[config.mk]
export PLATFORM = sky130hd
export DESIGN_NAME = scaler_output_field_marking
export DESIGN_NICKNAME = d
export VERILOG_FILES = /design/src/pkg/field_mark_pkg.sv /design/src/core/scaler_output_field_marking.sv
export SDC_FILE = /design/constraint.sdc
export NUM_CORES = 1
export LEC_CHECK = 0
export BUFFER_PORTS_ARGS = -buffer_cell sky130_fd_sc_hd__buf_2
export CELL_PAD_IN_SITES_DETAIL_PLACEMENT = 0
export CELL_PAD_IN_SITES_GLOBAL_PLACEMENT = 2
export CORE_ASPECT_RATIO = 1.5
export CORE_UTILIZATION = 39
export DETAILED_ROUTE_END_ITERATION = 10
export PLACE_DENSITY = 0.91
export SLEW_MARGIN = 20
export SYNTH_ARGS = -nofsm -noshare
export SYNTH_HDL_FRONTEND = slang
export SYNTH_SLANG_ARGS = --single-unit
[constraint.sdc]
create_clock -name clk -period 3.11 [get_ports clk]
set_input_delay 0.622 -clock clk [delete_from_list [all_inputs] [get_ports clk]]
set_output_delay 0.622 -clock clk [all_outputs]
set_load 0.005 [all_outputs]
[src/pkg/field_mark_pkg.sv]
// package for the scaler output field marking block
// assumes one clock domain and an AXI4-Lite master with 8-bit byte addresses
package field_mark_pkg;

   // ***************************************************************
   // register map
   // ***************************************************************
   localparam int ADDR_W = 8;
   localparam logic [7:0] OFF_GLOBAL = 8'h80;
   localparam logic [7:0] OFF_RESET = 8'h88;
   localparam logic [7:0] OFF_TASK_A = 8'h90;
   localparam logic [7:0] OFF_PIN_SEL = 8'ha0;
   localparam logic [7:0] OFF_STATUS = 8'ha4;
   localparam logic [7:0] OFF_TASK_B = 8'hc0;

   // field positions
   localparam int TASK_A_EN_BIT = 4;
   localparam int TASK_B_EN_BIT = 5;
   localparam int SOFT_RST_BIT = 5;
   localparam int FIELD_SRC_BIT = 6;
   localparam int D7_INV_BIT = 7;
   localparam int PIN_A_LSB = 0;
   localparam int PIN_B_LSB = 2;

   // reset values
   localparam logic [7:0] GLOBAL_RST = 8'h00;
   localparam logic [7:0] RESET_RST = 8'h20;
   localparam logic [7:0] TASK_RST = 8'h00;
   localparam logic [7:0] PIN_SEL_RST = 8'h00;

   // pin function codes
   localparam logic [1:0] PIN_OFF = 2'h0;
   localparam logic [1:0] PIN_FIELD = 2'h1;
   localparam logic [1:0] PIN_TASK = 2'h2;
   localparam logic [1:0] PIN_TOGGLE = 2'h3;

   localparam logic [1:0] RESP_OKAY = 2'h0;
   localparam logic [1:0] RESP_SLVERR = 2'h2;
   localparam int FIFO_DEPTH = 8;
   localparam int CODE_W = 8;

   // ***************************************************************
   // carriers
   // ***************************************************************
   typedef struct packed {
      logic awvalid;
      logic [7:0] awaddr;
      logic wvalid;
      logic [31:0] wdata;
      logic [3:0] wstrb;
      logic bready;
      logic arvalid;
      logic [7:0] araddr;
      logic rready;
   } axil_req_type;

   typedef struct packed {
      logic awready;
      logic wready;
      logic bvalid;
      logic [1:0] bresp;
      logic arready;
      logic rvalid;
      logic [31:0] rdata;
      logic [1:0] rresp;
   } axil_rsp_type;

   typedef struct packed {
      logic eav;
      logic vblank;
   } code_req_type;

   typedef struct packed {
      logic aw_held;
      logic [7:0] aw_addr;
      logic w_held;
      logic [7:0] w_data;
      logic w_lane0;
      logic bvalid;
      logic [1:0] bresp;
      logic rvalid;
      logic [31:0] rdata;
      logic [1:0] rresp;
      logic [7:0] global_reg;
      logic [7:0] reset_reg;
      logic [7:0] task_a_reg;
      logic [7:0] task_b_reg;
      logic [7:0] pin_sel_reg;
      logic [1:0] toggle;
      logic active_b;
      logic prio_b;
      logic field_out;
      logic toggle_out;
      logic pin_a;
      logic pin_b;
   } mark_state_type;

   // timing reference byte: 1 F V H P3 P2 P1 P0, with D7 selectable
   function automatic logic [7:0] make_code(input logic d7, input logic f,
                                            input logic v, input logic h);
      make_code = {d7, f, v, h, v ^ h, f ^ h, f ^ v, f ^ v ^ h};
   endfunction : make_code

endpackage : field_mark_pkg

[src/core/scaler_output_field_marking.sv]
// output field marking for the scaler port, with its code FIFO
// assumes task handler pulses and field id come from logic on clk
`timescale 1ns/10ps

module code_fifo #(
   parameter int WIDTH = 8,
   parameter int DEPTH = 8
) (
   input wire logic clk,
   input wire logic rst_n,
   input wire logic in_valid,
   output logic in_ready,
   input wire logic [WIDTH-1:0] in_data,
   output logic out_valid,
   input wire logic out_ready,
   output logic [WIDTH-1:0] out_data
);
   // depth must be a power of two so the pointers wrap by themselves
   localparam int PW = $clog2(DEPTH);
   localparam int CW = $clog2(DEPTH + 1);

   typedef struct packed {
      logic [DEPTH-1:0][WIDTH-1:0] mem;
      logic [PW-1:0] wr_ptr;
      logic [PW-1:0] rd_ptr;
      logic [CW-1:0] count;
   } fifo_state_type;

   fifo_state_type s_q;
   fifo_state_type s_d;
   logic push;
   logic pop;

   // ***************************************************************
   // push and pop
   // ***************************************************************
   always_comb begin
      s_d = s_q;
      in_ready = (s_q.count != CW'(DEPTH));
      out_valid = (s_q.count != '0);
      out_data = s_q.mem[s_q.rd_ptr];
      push = in_valid && in_ready;
      pop = out_valid && out_ready;
      if (push) begin
         s_d.mem[s_q.wr_ptr] = in_data;
         s_d.wr_ptr = PW'(s_q.wr_ptr + 1'b1);
      end
      if (pop) begin
         s_d.rd_ptr = PW'(s_q.rd_ptr + 1'b1);
      end
      if (push && !pop) begin
         s_d.count = CW'(s_q.count + 1'b1);
      end else if (pop && !push) begin
         s_d.count = CW'(s_q.count - 1'b1);
      end
   end

   always_ff @(posedge clk or negedge rst_n) begin
      if (!rst_n) begin
         s_q <= '0;
      end else begin
         s_q <= s_d;
      end
   end
endmodule : code_fifo

module scaler_output_field_marking (
   input wire logic clk,
   input wire logic rst_n,
   input wire field_mark_pkg::axil_req_type axi_req,
   output field_mark_pkg::axil_rsp_type axi_rsp,
   input wire logic field_identifier,
   input wire logic task_activate,
   input wire logic task_a_pending,
   input wire logic task_b_pending,
   output logic task_grant_a,
   output logic task_grant_b,
   input wire logic code_valid,
   output logic code_ready,
   input wire field_mark_pkg::code_req_type code_req,
   output logic tc_valid,
   input wire logic tc_ready,
   output logic [7:0] tc_byte,
   output logic out_field_id,
   output logic field_toggle,
   output logic gp_out_pin_a,
   output logic gp_out_pin_b
);
   field_mark_pkg::mark_state_type s_q;
   field_mark_pkg::mark_state_type s_d;
   logic soft_rst;
   logic en_a;
   logic en_b;
   logic both;
   logic [7:0] cfg;
   logic tog;
   logic field_now;
   logic d7_now;
   logic [7:0] push_byte;
   logic [7:0] wr_val;
   logic [7:0] rd_val;
   logic rd_ok;
   logic wr_ok;

   // pin function mux, shared by both general purpose pins
   function automatic logic pin_fn(input logic [1:0] sel, input logic fld,
                                   input logic d7, input logic tg);
      case (sel)
         field_mark_pkg::PIN_FIELD: pin_fn = fld;
         field_mark_pkg::PIN_TASK: pin_fn = d7;
         field_mark_pkg::PIN_TOGGLE: pin_fn = tg;
         default: pin_fn = 1'b0;
      endcase
   endfunction : pin_fn

   // ***************************************************************
   // register bus, task arbitration and marking
   // ***************************************************************
   always_comb begin
      s_d = s_q;
      wr_val = s_q.w_data;
      rd_val = 8'h00;
      rd_ok = 1'b1;
      wr_ok = 1'b1;
      // soft reset bit low holds the marking state machines idle
      soft_rst = !s_q.reset_reg[field_mark_pkg::SOFT_RST_BIT];
      en_a = s_q.global_reg[field_mark_pkg::TASK_A_EN_BIT];
      en_b = s_q.global_reg[field_mark_pkg::TASK_B_EN_BIT];
      // settings of whichever task last started
      cfg = s_q.active_b ? s_q.task_b_reg : s_q.task_a_reg;
      tog = s_q.toggle[s_q.active_b];
      // zero on the field id marks the first field, passed on unchanged while the task's bit 6 is clear
      field_now = cfg[field_mark_pkg::FIELD_SRC_BIT] ? tog
                  : field_identifier;
      d7_now = !cfg[field_mark_pkg::D7_INV_BIT];
      push_byte = field_mark_pkg::make_code(d7_now, field_now, code_req.vblank, code_req.eav);

      // write channel: address and data taken in either order
      axi_rsp.awready = !s_q.aw_held;
      axi_rsp.wready = !s_q.w_held;
      if (axi_req.awvalid && !s_q.aw_held) begin
         s_d.aw_held = 1'b1;
         s_d.aw_addr = axi_req.awaddr;
      end
      if (axi_req.wvalid && !s_q.w_held) begin
         s_d.w_held = 1'b1;
         s_d.w_data = axi_req.wdata[7:0];
         s_d.w_lane0 = axi_req.wstrb[0];
      end
      if (s_q.bvalid && axi_req.bready) begin
         s_d.bvalid = 1'b0;
      end
      if (s_q.aw_held && s_q.w_held && !s_q.bvalid) begin
         s_d.aw_held = 1'b0;
         s_d.w_held = 1'b0;
         s_d.bvalid = 1'b1;
         case (s_q.aw_addr)
            field_mark_pkg::OFF_GLOBAL: if (s_q.w_lane0) s_d.global_reg = wr_val;
            field_mark_pkg::OFF_RESET: if (s_q.w_lane0) s_d.reset_reg = wr_val;
            field_mark_pkg::OFF_TASK_A: if (s_q.w_lane0) s_d.task_a_reg = wr_val;
            field_mark_pkg::OFF_TASK_B: if (s_q.w_lane0) s_d.task_b_reg = wr_val;
            field_mark_pkg::OFF_PIN_SEL: if (s_q.w_lane0) s_d.pin_sel_reg = wr_val;
            field_mark_pkg::OFF_STATUS: wr_ok = 1'b1;
            default: wr_ok = 1'b0;
         endcase
         s_d.bresp = wr_ok ? field_mark_pkg::RESP_OKAY : field_mark_pkg::RESP_SLVERR;
      end

      // read channel: answer registered one edge after the address
      case (axi_req.araddr)
         field_mark_pkg::OFF_GLOBAL: rd_val = s_q.global_reg;
         field_mark_pkg::OFF_RESET: rd_val = s_q.reset_reg;
         field_mark_pkg::OFF_TASK_A: rd_val = s_q.task_a_reg;
         field_mark_pkg::OFF_TASK_B: rd_val = s_q.task_b_reg;
         field_mark_pkg::OFF_PIN_SEL: rd_val = s_q.pin_sel_reg;
         field_mark_pkg::OFF_STATUS: rd_val = {2'h0, s_q.prio_b, s_q.field_out,
                                               field_identifier, s_q.active_b, s_q.toggle};
         default: rd_ok = 1'b0;
      endcase
      axi_rsp.arready = !s_q.rvalid;
      if (s_q.rvalid && axi_req.rready) begin
         s_d.rvalid = 1'b0;
      end
      if (axi_req.arvalid && !s_q.rvalid) begin
         s_d.rvalid = 1'b1;
         s_d.rdata = {24'h000000, rd_val};
         s_d.rresp = rd_ok ? field_mark_pkg::RESP_OKAY : field_mark_pkg::RESP_SLVERR;
      end

      // task start: b first after soft reset, else the other task
      both = task_a_pending && en_a && task_b_pending && en_b;
      task_grant_b = task_activate && !soft_rst && task_b_pending && en_b
                     && (!both || s_q.prio_b || !s_q.active_b);
      task_grant_a = task_activate && !soft_rst && task_a_pending && en_a && !task_grant_b;
      // toggle moves only on activation or soft reset, never on field detection
      if (soft_rst) begin
         s_d.toggle = 2'b00;
         s_d.prio_b = 1'b1;
         s_d.active_b = 1'b0;
      end else if (task_grant_b) begin
         s_d.toggle[1] = !s_q.toggle[1];
         s_d.active_b = 1'b1;
         s_d.prio_b = 1'b0;
      end else if (task_grant_a) begin
         s_d.toggle[0] = !s_q.toggle[0];
         s_d.active_b = 1'b0;
         s_d.prio_b = 1'b0;
      end

      // registered field reference and pins
      s_d.field_out = field_now;
      s_d.toggle_out = tog;
      s_d.pin_a = pin_fn(s_q.pin_sel_reg[field_mark_pkg::PIN_A_LSB +: 2],
                         field_now, d7_now, tog);
      s_d.pin_b = pin_fn(s_q.pin_sel_reg[field_mark_pkg::PIN_B_LSB +: 2],
                         field_now, d7_now, tog);

      axi_rsp.bvalid = s_q.bvalid;
      axi_rsp.bresp = s_q.bresp;
      axi_rsp.rvalid = s_q.rvalid;
      axi_rsp.rdata = s_q.rdata;
      axi_rsp.rresp = s_q.rresp;
   end

   always_ff @(posedge clk or negedge rst_n) begin
      if (!rst_n) begin
         s_q <= '0;
         s_q.global_reg <= field_mark_pkg::GLOBAL_RST;
         s_q.reset_reg <= field_mark_pkg::RESET_RST;
         s_q.task_a_reg <= field_mark_pkg::TASK_RST;
         s_q.task_b_reg <= field_mark_pkg::TASK_RST;
         s_q.pin_sel_reg <= field_mark_pkg::PIN_SEL_RST;
         s_q.prio_b <= 1'b1;
      end else begin
         s_q <= s_d;
      end
   end

   assign out_field_id = s_q.field_out;
   assign field_toggle = s_q.toggle_out;
   assign gp_out_pin_a = s_q.pin_a;
   assign gp_out_pin_b = s_q.pin_b;

   // ***************************************************************
   // timing code buffer; a stalled sink holds back code requests
   // ***************************************************************
   code_fifo #(
      .WIDTH(field_mark_pkg::CODE_W),
      .DEPTH(field_mark_pkg::FIFO_DEPTH)
   ) u_fifo (
      .clk(clk),
      .rst_n(rst_n),
      .in_valid(code_valid),
      .in_ready(code_ready),
      .in_data(push_byte),
      .out_valid(tc_valid),
      .out_ready(tc_ready),
      .out_data(tc_byte)
   );
endmodule : scaler_output_field_marking

* Word-level counts from Yosys, hierarchy flattened *
Index checks and enable logic that the tools add are counted.
Widths: inputs -> output; s select.

word-level totals
  register bits = 155
  logic and storage cells = 151

operators by class
  reduce and logical (&&, ||, !) cells = 50
  bitwise logic cells = 4
  $add $sub $neg = 4
  muxes and demuxes = 32
  equality and inequality tests = 23
  magnitude comparators = 4

operator list
  operator             count
  $eq 8x8->1 const B   12
  $bwmux 64            1
  $pmux 8 s6           1
  $mux 35              1
  $bmux 8 s3           1
  $demux 8 s3          1
  $mux 8               3
  $logic_and 1x1->1    22
  $reduce_and 3->1     5
  $logic_not 1->1      12
  $mux 1               12
  $mux 4               3
  $reduce_or 6->1      2
  $mux 10              1
  $reduce_bool 2->1    5
  $mux 9               1
  $eq 2x2->1 const B   4
  $lt 3x4->1 const B   2
  $add 3x1->3 const B  2
  $mux 2               3
  $mux 3               2
  $ne 2x2->1 const B   3
  $pmux 1 s3           2
  $add 4x1->4 const B  1
  10 further kinds     15

* Depth between registers and ports, before layout *
  depth after elaboration = 12
  mapped depth = 10
  mapped depth without buffers = 10

* Hierarchy *
A second synthesis with hierarchy kept.

second synthesis, totals
  cells, all modules = 566
  area, all modules = 7559.8 um^2

modules (own cells, without submodules)
  module                       seq. area each (um^2)  cells each  area an instance (um^2)  times used
  scaler_output_field_marking  1979.4                 345         4016.4                   1
  code_fifo                    1851.8                 221         3543.4                   1

* Least setup slack after synthesis *
OpenSTA, ideal clock, no wires.

  path kind = register -> register
  from = register u_fifo.s_q[0] in the netlist's numbering
  to = register u_fifo.s_q[3] in the netlist's numbering
  cell stages (with the launch flop) = 11
  setup slack = 0.535 ns
  arrival = 2.495 ns
  path buffers = 0
  path through = dfrtp_1 -> or4b_1 -> nand2_1 -> inv_2 -> ha_1 -> inv_1 -> ha_1 -> a21o_1 -> a21oi_1 -> mux2i_1 -> xnor2_1

on the way
  word-level cells in the longest chain between the ends = 5
  elaborated cells on any way between the ends = 13
  classes of those cells = 2 x add/sub; 1 x eq/ne; 2 x mux; 8 x reduce/logical

ends and longest elaborated chain
  what                                RTL line                           text
  from (decl)                         scaler_output_field_marking.sv:29  fifo_state_type s_q;
  from (signal assigned)              scaler_output_field_marking.sv:60  s_q <= '0;
  from (signal assigned)              scaler_output_field_marking.sv:62  s_q <= s_d;
  $ne 4x4->1 (*)                      scaler_output_field_marking.sv:39  in_ready = (s_q.count != CW'(DEPTH));
  named net code_ready                scaler_output_field_marking.sv:79  output logic code_ready,
  $logic_and 1x1->1 (*)               scaler_output_field_marking.sv:42  push = in_valid && in_ready;
  named net u_fifo.push               scaler_output_field_marking.sv:31  logic push;
  $logic_not 1->1                     scaler_output_field_marking.sv:53  end else if (pop && !push) begin
  $logic_and 1x1->1                   scaler_output_field_marking.sv:53
  $reduce_bool 2->1 (no source line)  -

The timed path passes the listed nets; every way through them passes the cells marked *. The select of a mux whose other input is x is not followed.
A chain may end at the register's enable or synchronous reset.

* Final worst setup path *
  from = register u_fifo.s_q[5] in the netlist's numbering
  to = output port tc_byte[7]

on the way
  word-level cells in the longest chain between the ends = 2

ends and longest elaborated chain
  what                          RTL line                           text
  $bmux 8 s3                    scaler_output_field_marking.sv:41  out_data = s_q.mem[s_q.rd_ptr];
  $mux 8 (implied by the code)  scaler_output_field_marking.sv:41
  to (decl)                     scaler_output_field_marking.sv:83  output logic [7:0] tc_byte,

Every way passes these cells. The select of a mux whose other input is x is not followed.

==> impl_results.md <==
- Hold Crit Class: primary input to async pin
- Clock Latency Late Sink: 0.42 ns
- Syn-to-layout area delta: 13.70%
- Final hold viol count: 0
- DRC viols: 0
- Kind of critical path: flop to primary output
- # Max-Cap Violations: 0
- CP endpoint: tc_byte[7]
- Reg2Reg Depth: 10
- Worst Setup Start Kind: flop
- TNS Setup: 0 ns
- Area of the multi-input gates: 3351 µm²
- Post_cts resized: 0
- Violation count after the first detailed-route iteration: 186
- Proportion of layout cells with a drive suffix above 1: 0.4409
- CP required: ~2.5 ns
- Element type at the critical path end: primary output
- Drt pass-1 iters: 5
- Sequential area share after synthesis: 0.5080
- Maximum clock insertion buffer count: 2
- CTS Buf Count: 17
- Vias per inst: 5.182
- Syn avg cell area: about 13 µm²
- Minimum clock period after layout: 2.815 ns
- Final setup margin: about 0.3 ns
- Top-area cell type share of the netlist area: 0.5011
- Power per Cell Area: 890.8 nW/µm²
- Starting density of the core: 0.4033
- Post-DP HPWL: 11150 µm
- Synthesized flop and latch total: around 150
- Die ar.: 19910 µm²
- Port-buffer cells: 70
- H-tree levels: 4
- GRT overflow: 0
- Cell taking the most area after synthesis: dfrtp_1
- Largest net degree at the start of global routing: ~70
- Slew margin rel.: 0.4045
- Final net count: just under 700
- Commonest cells post-synth: dfrtp_1 (151), mux2_2 (129), buf_4 (38)
- RR Endpoint: u_fifo.s_q[3]
- Combinational group share of total power: 0.294
- Clock net sink count: about 150
- IO Pins: 124
- Sw Pwr: 2.311 mW
- Vias post-DR: 4596
- Place WS: between 0.3 and 0.4 ns
- RSZ-0062 raised after global routing: no
- CTS tree: built
- Status: completed
- Core footprint: 18700 µm²
- Post-detailed-route count of antenna-violating nets: 0
- Switch share: 0.3025
- Synth async-reset ratio: 1.000
- Post-CTS Hold Fix Bufs: 0
- Cell with the most instances after synthesis: dfrtp_1
- Final slew viol count: 0
- Inserted Diodes: 0
- Launch point of the worst reg-to-reg path: u_fifo.s_q[0]
- DR WL/cell: 17.92 µm
- Clk_skew: ~0.0070 ns
- Post-CTS Setup Bufs: 0
- Peak supply drop: 0.6368 mV
- Crit path from: u_fifo.s_q[5]
- GR Util All Layers: 0.1740
- Post-Syn Area: 7541 µm²
- Data arrival, critical path: ~2.2 ns
- Worst-Margin Slew: 0.8932 ns
- Reg area: 3831 µm²
- Vias in the first global route: 4874
- Reg clk slew, reported paths: about 0.060 ns
- Reg power frac: 0.438
- Die width: 115.5 µm
- Row count: 61
- Chip height: 172.3 µm
- Syn Inst Count: 567
- Fmax achieved: 0.3553 GHz
- Synthesis warning total: 0
- Internal Power: 5.327 mW
- Critical Path Fanout Max: 18
- Initial antenna violation count: 0
- Routed wire length: 15900 µm
- Ys flop type: dfrtp_1
- CTS Root Buffer Type: clkbuf_16
- Filler cells: 1698
- Top area cells in the synthesized netlist: dfrtp_1 (50%), mux2_2 (19%), mux4_2 (4.8%), buf_4 (3.8%), mux2_4 (1.6%)
- Clock share of power: 0.269
- Cell variety after synth: 62
- R2R Setup Slk: 0.33 ns
- Leakage dissipation: 3.854 nW
- Routability cong.: 0.7671
- EDFF count, synth: 0
- Final period util: 0.9050
- Number of setup violations in the final report: 0
- First-pass GRT wire length: 25660 µm
==> power groups by stage <==
stage	combinational [mW]	sequential, mW	clock (mW)
after floorplan	1.95	3.04	0
after global placement	2.20	3.29	0
after detailed placement	2.29	3.38	0
after CTS	2.29	3.35	2.09
after global routing	2.46	3.44	2.17
final	2.24	3.34	2.05
==> per-stage QoR <==
step | util | hold slack (ns) | cells | total power [mW] | cell area, µm²
CTS | 0.4585 | 0.2267 | 887 | 7.731 | 8574
global placement | 0.4266 | 0.4700 | 855 | 5.491 | 7976
finish | 0.4585 | 0.1965 | 887 | 7.638 | 8574
global route | 0.4585 | 0.2526 | 887 | 8.076 | 8574
detailed placement | 0.4266 | 0.4795 | 855 | 5.669 | 7976
floorplan | - | 0.3264 | 592 | 4.983 | 7635
==> cell type report <==
type                            instances  area share
Timing Repair Buffer                   79     0.05239
Tap cell                              252     0.03677
Multi-Input combinational cell        363      0.3908
Clock inverter                         13     0.01693
Inverter                                8    0.003502
Clock buffer                           19     0.05282
Sequential cell                       153      0.4468
==> how the worst min path moves through the flow <==
stage | startpoint | slack, ns | endpoint
finish | rst_n | 0.20 | u_fifo.s_q[39]
global route | rst_n | 0.25 | u_fifo.s_q[31]
floorplan | rst_n | 0.33 | axi_rsp[1]
CTS | rst_n | 0.23 | u_fifo.s_q[39]
global placement | axi_rsp[1] | 0.47 | axi_rsp[1]
detailed placement | axi_rsp[1] | 0.48 | axi_rsp[1]
==> state kept, by name (all words and copies together), names as in the netlist <==
signal and flops:
field_toggle 1, u_fifo.s_q 74, wr_val 8, out_field_id 1, gp_out_pin_a 1, s_q 53, en_a 1, axi_rsp 12
gp_out_pin_b 1, en_b 1
==> critical path: stages, from the launching register on <==
cell,delay (ns)
dfrtp_1,0.92
mux4_2,0.41
mux2_2,0.30
buf_2,0.13
==> cells in the final DEF (no fill, tap or decap), types with 3 or more instances in the layout <==
master,count
xnor2_1,8
nand2b_1,3
mux4_2,16
conb_1,26
clkbuf_16,17
a31oi_1,5
nor3_1,7
mux2_4,8
ha_1,5
and3_1,5
mux2_2,129
o21ai_0,13
nand3b_1,15
nand2_1,17
clkinv_4,4
nor2b_1,6
inv_1,7
dfrtp_1,151
xor2_1,5
a21oi_1,12
clkinvlp_4,3
a221oi_1,4
buf_4,7
buf_2,69
nand3_1,7
or4b_1,4
nor2_1,16
mux2i_1,11
==> logic make-up (layout without fill, tap and decap cells) <==
logic type | count (synthesis) | count (layout) | synth area share
AOI/OAI and AO/OA | 46 | 46 | 0.03750
xor gates and xnor gates | 13 | 13 | 0.01510
adders and majority gates | 7 | 7 | 0.01228
buffers and inverters | 76 | 119 | 0.06006
DFF | 153 | 153 | 0.5080
muxes | 164 | 164 | 0.2709
other | 1 | 26 | 0.0004973
and+or+nand+nor | 107 | 107 | 0.09557
==> layer usage <==
layer  part of all wire  track usage
met1               0.39       0.1907
met2               0.54       0.3189
met3              0.036      0.03330
met4              0.031      0.08187
met5                  0            0
Power figures use the tool's default switching activity.
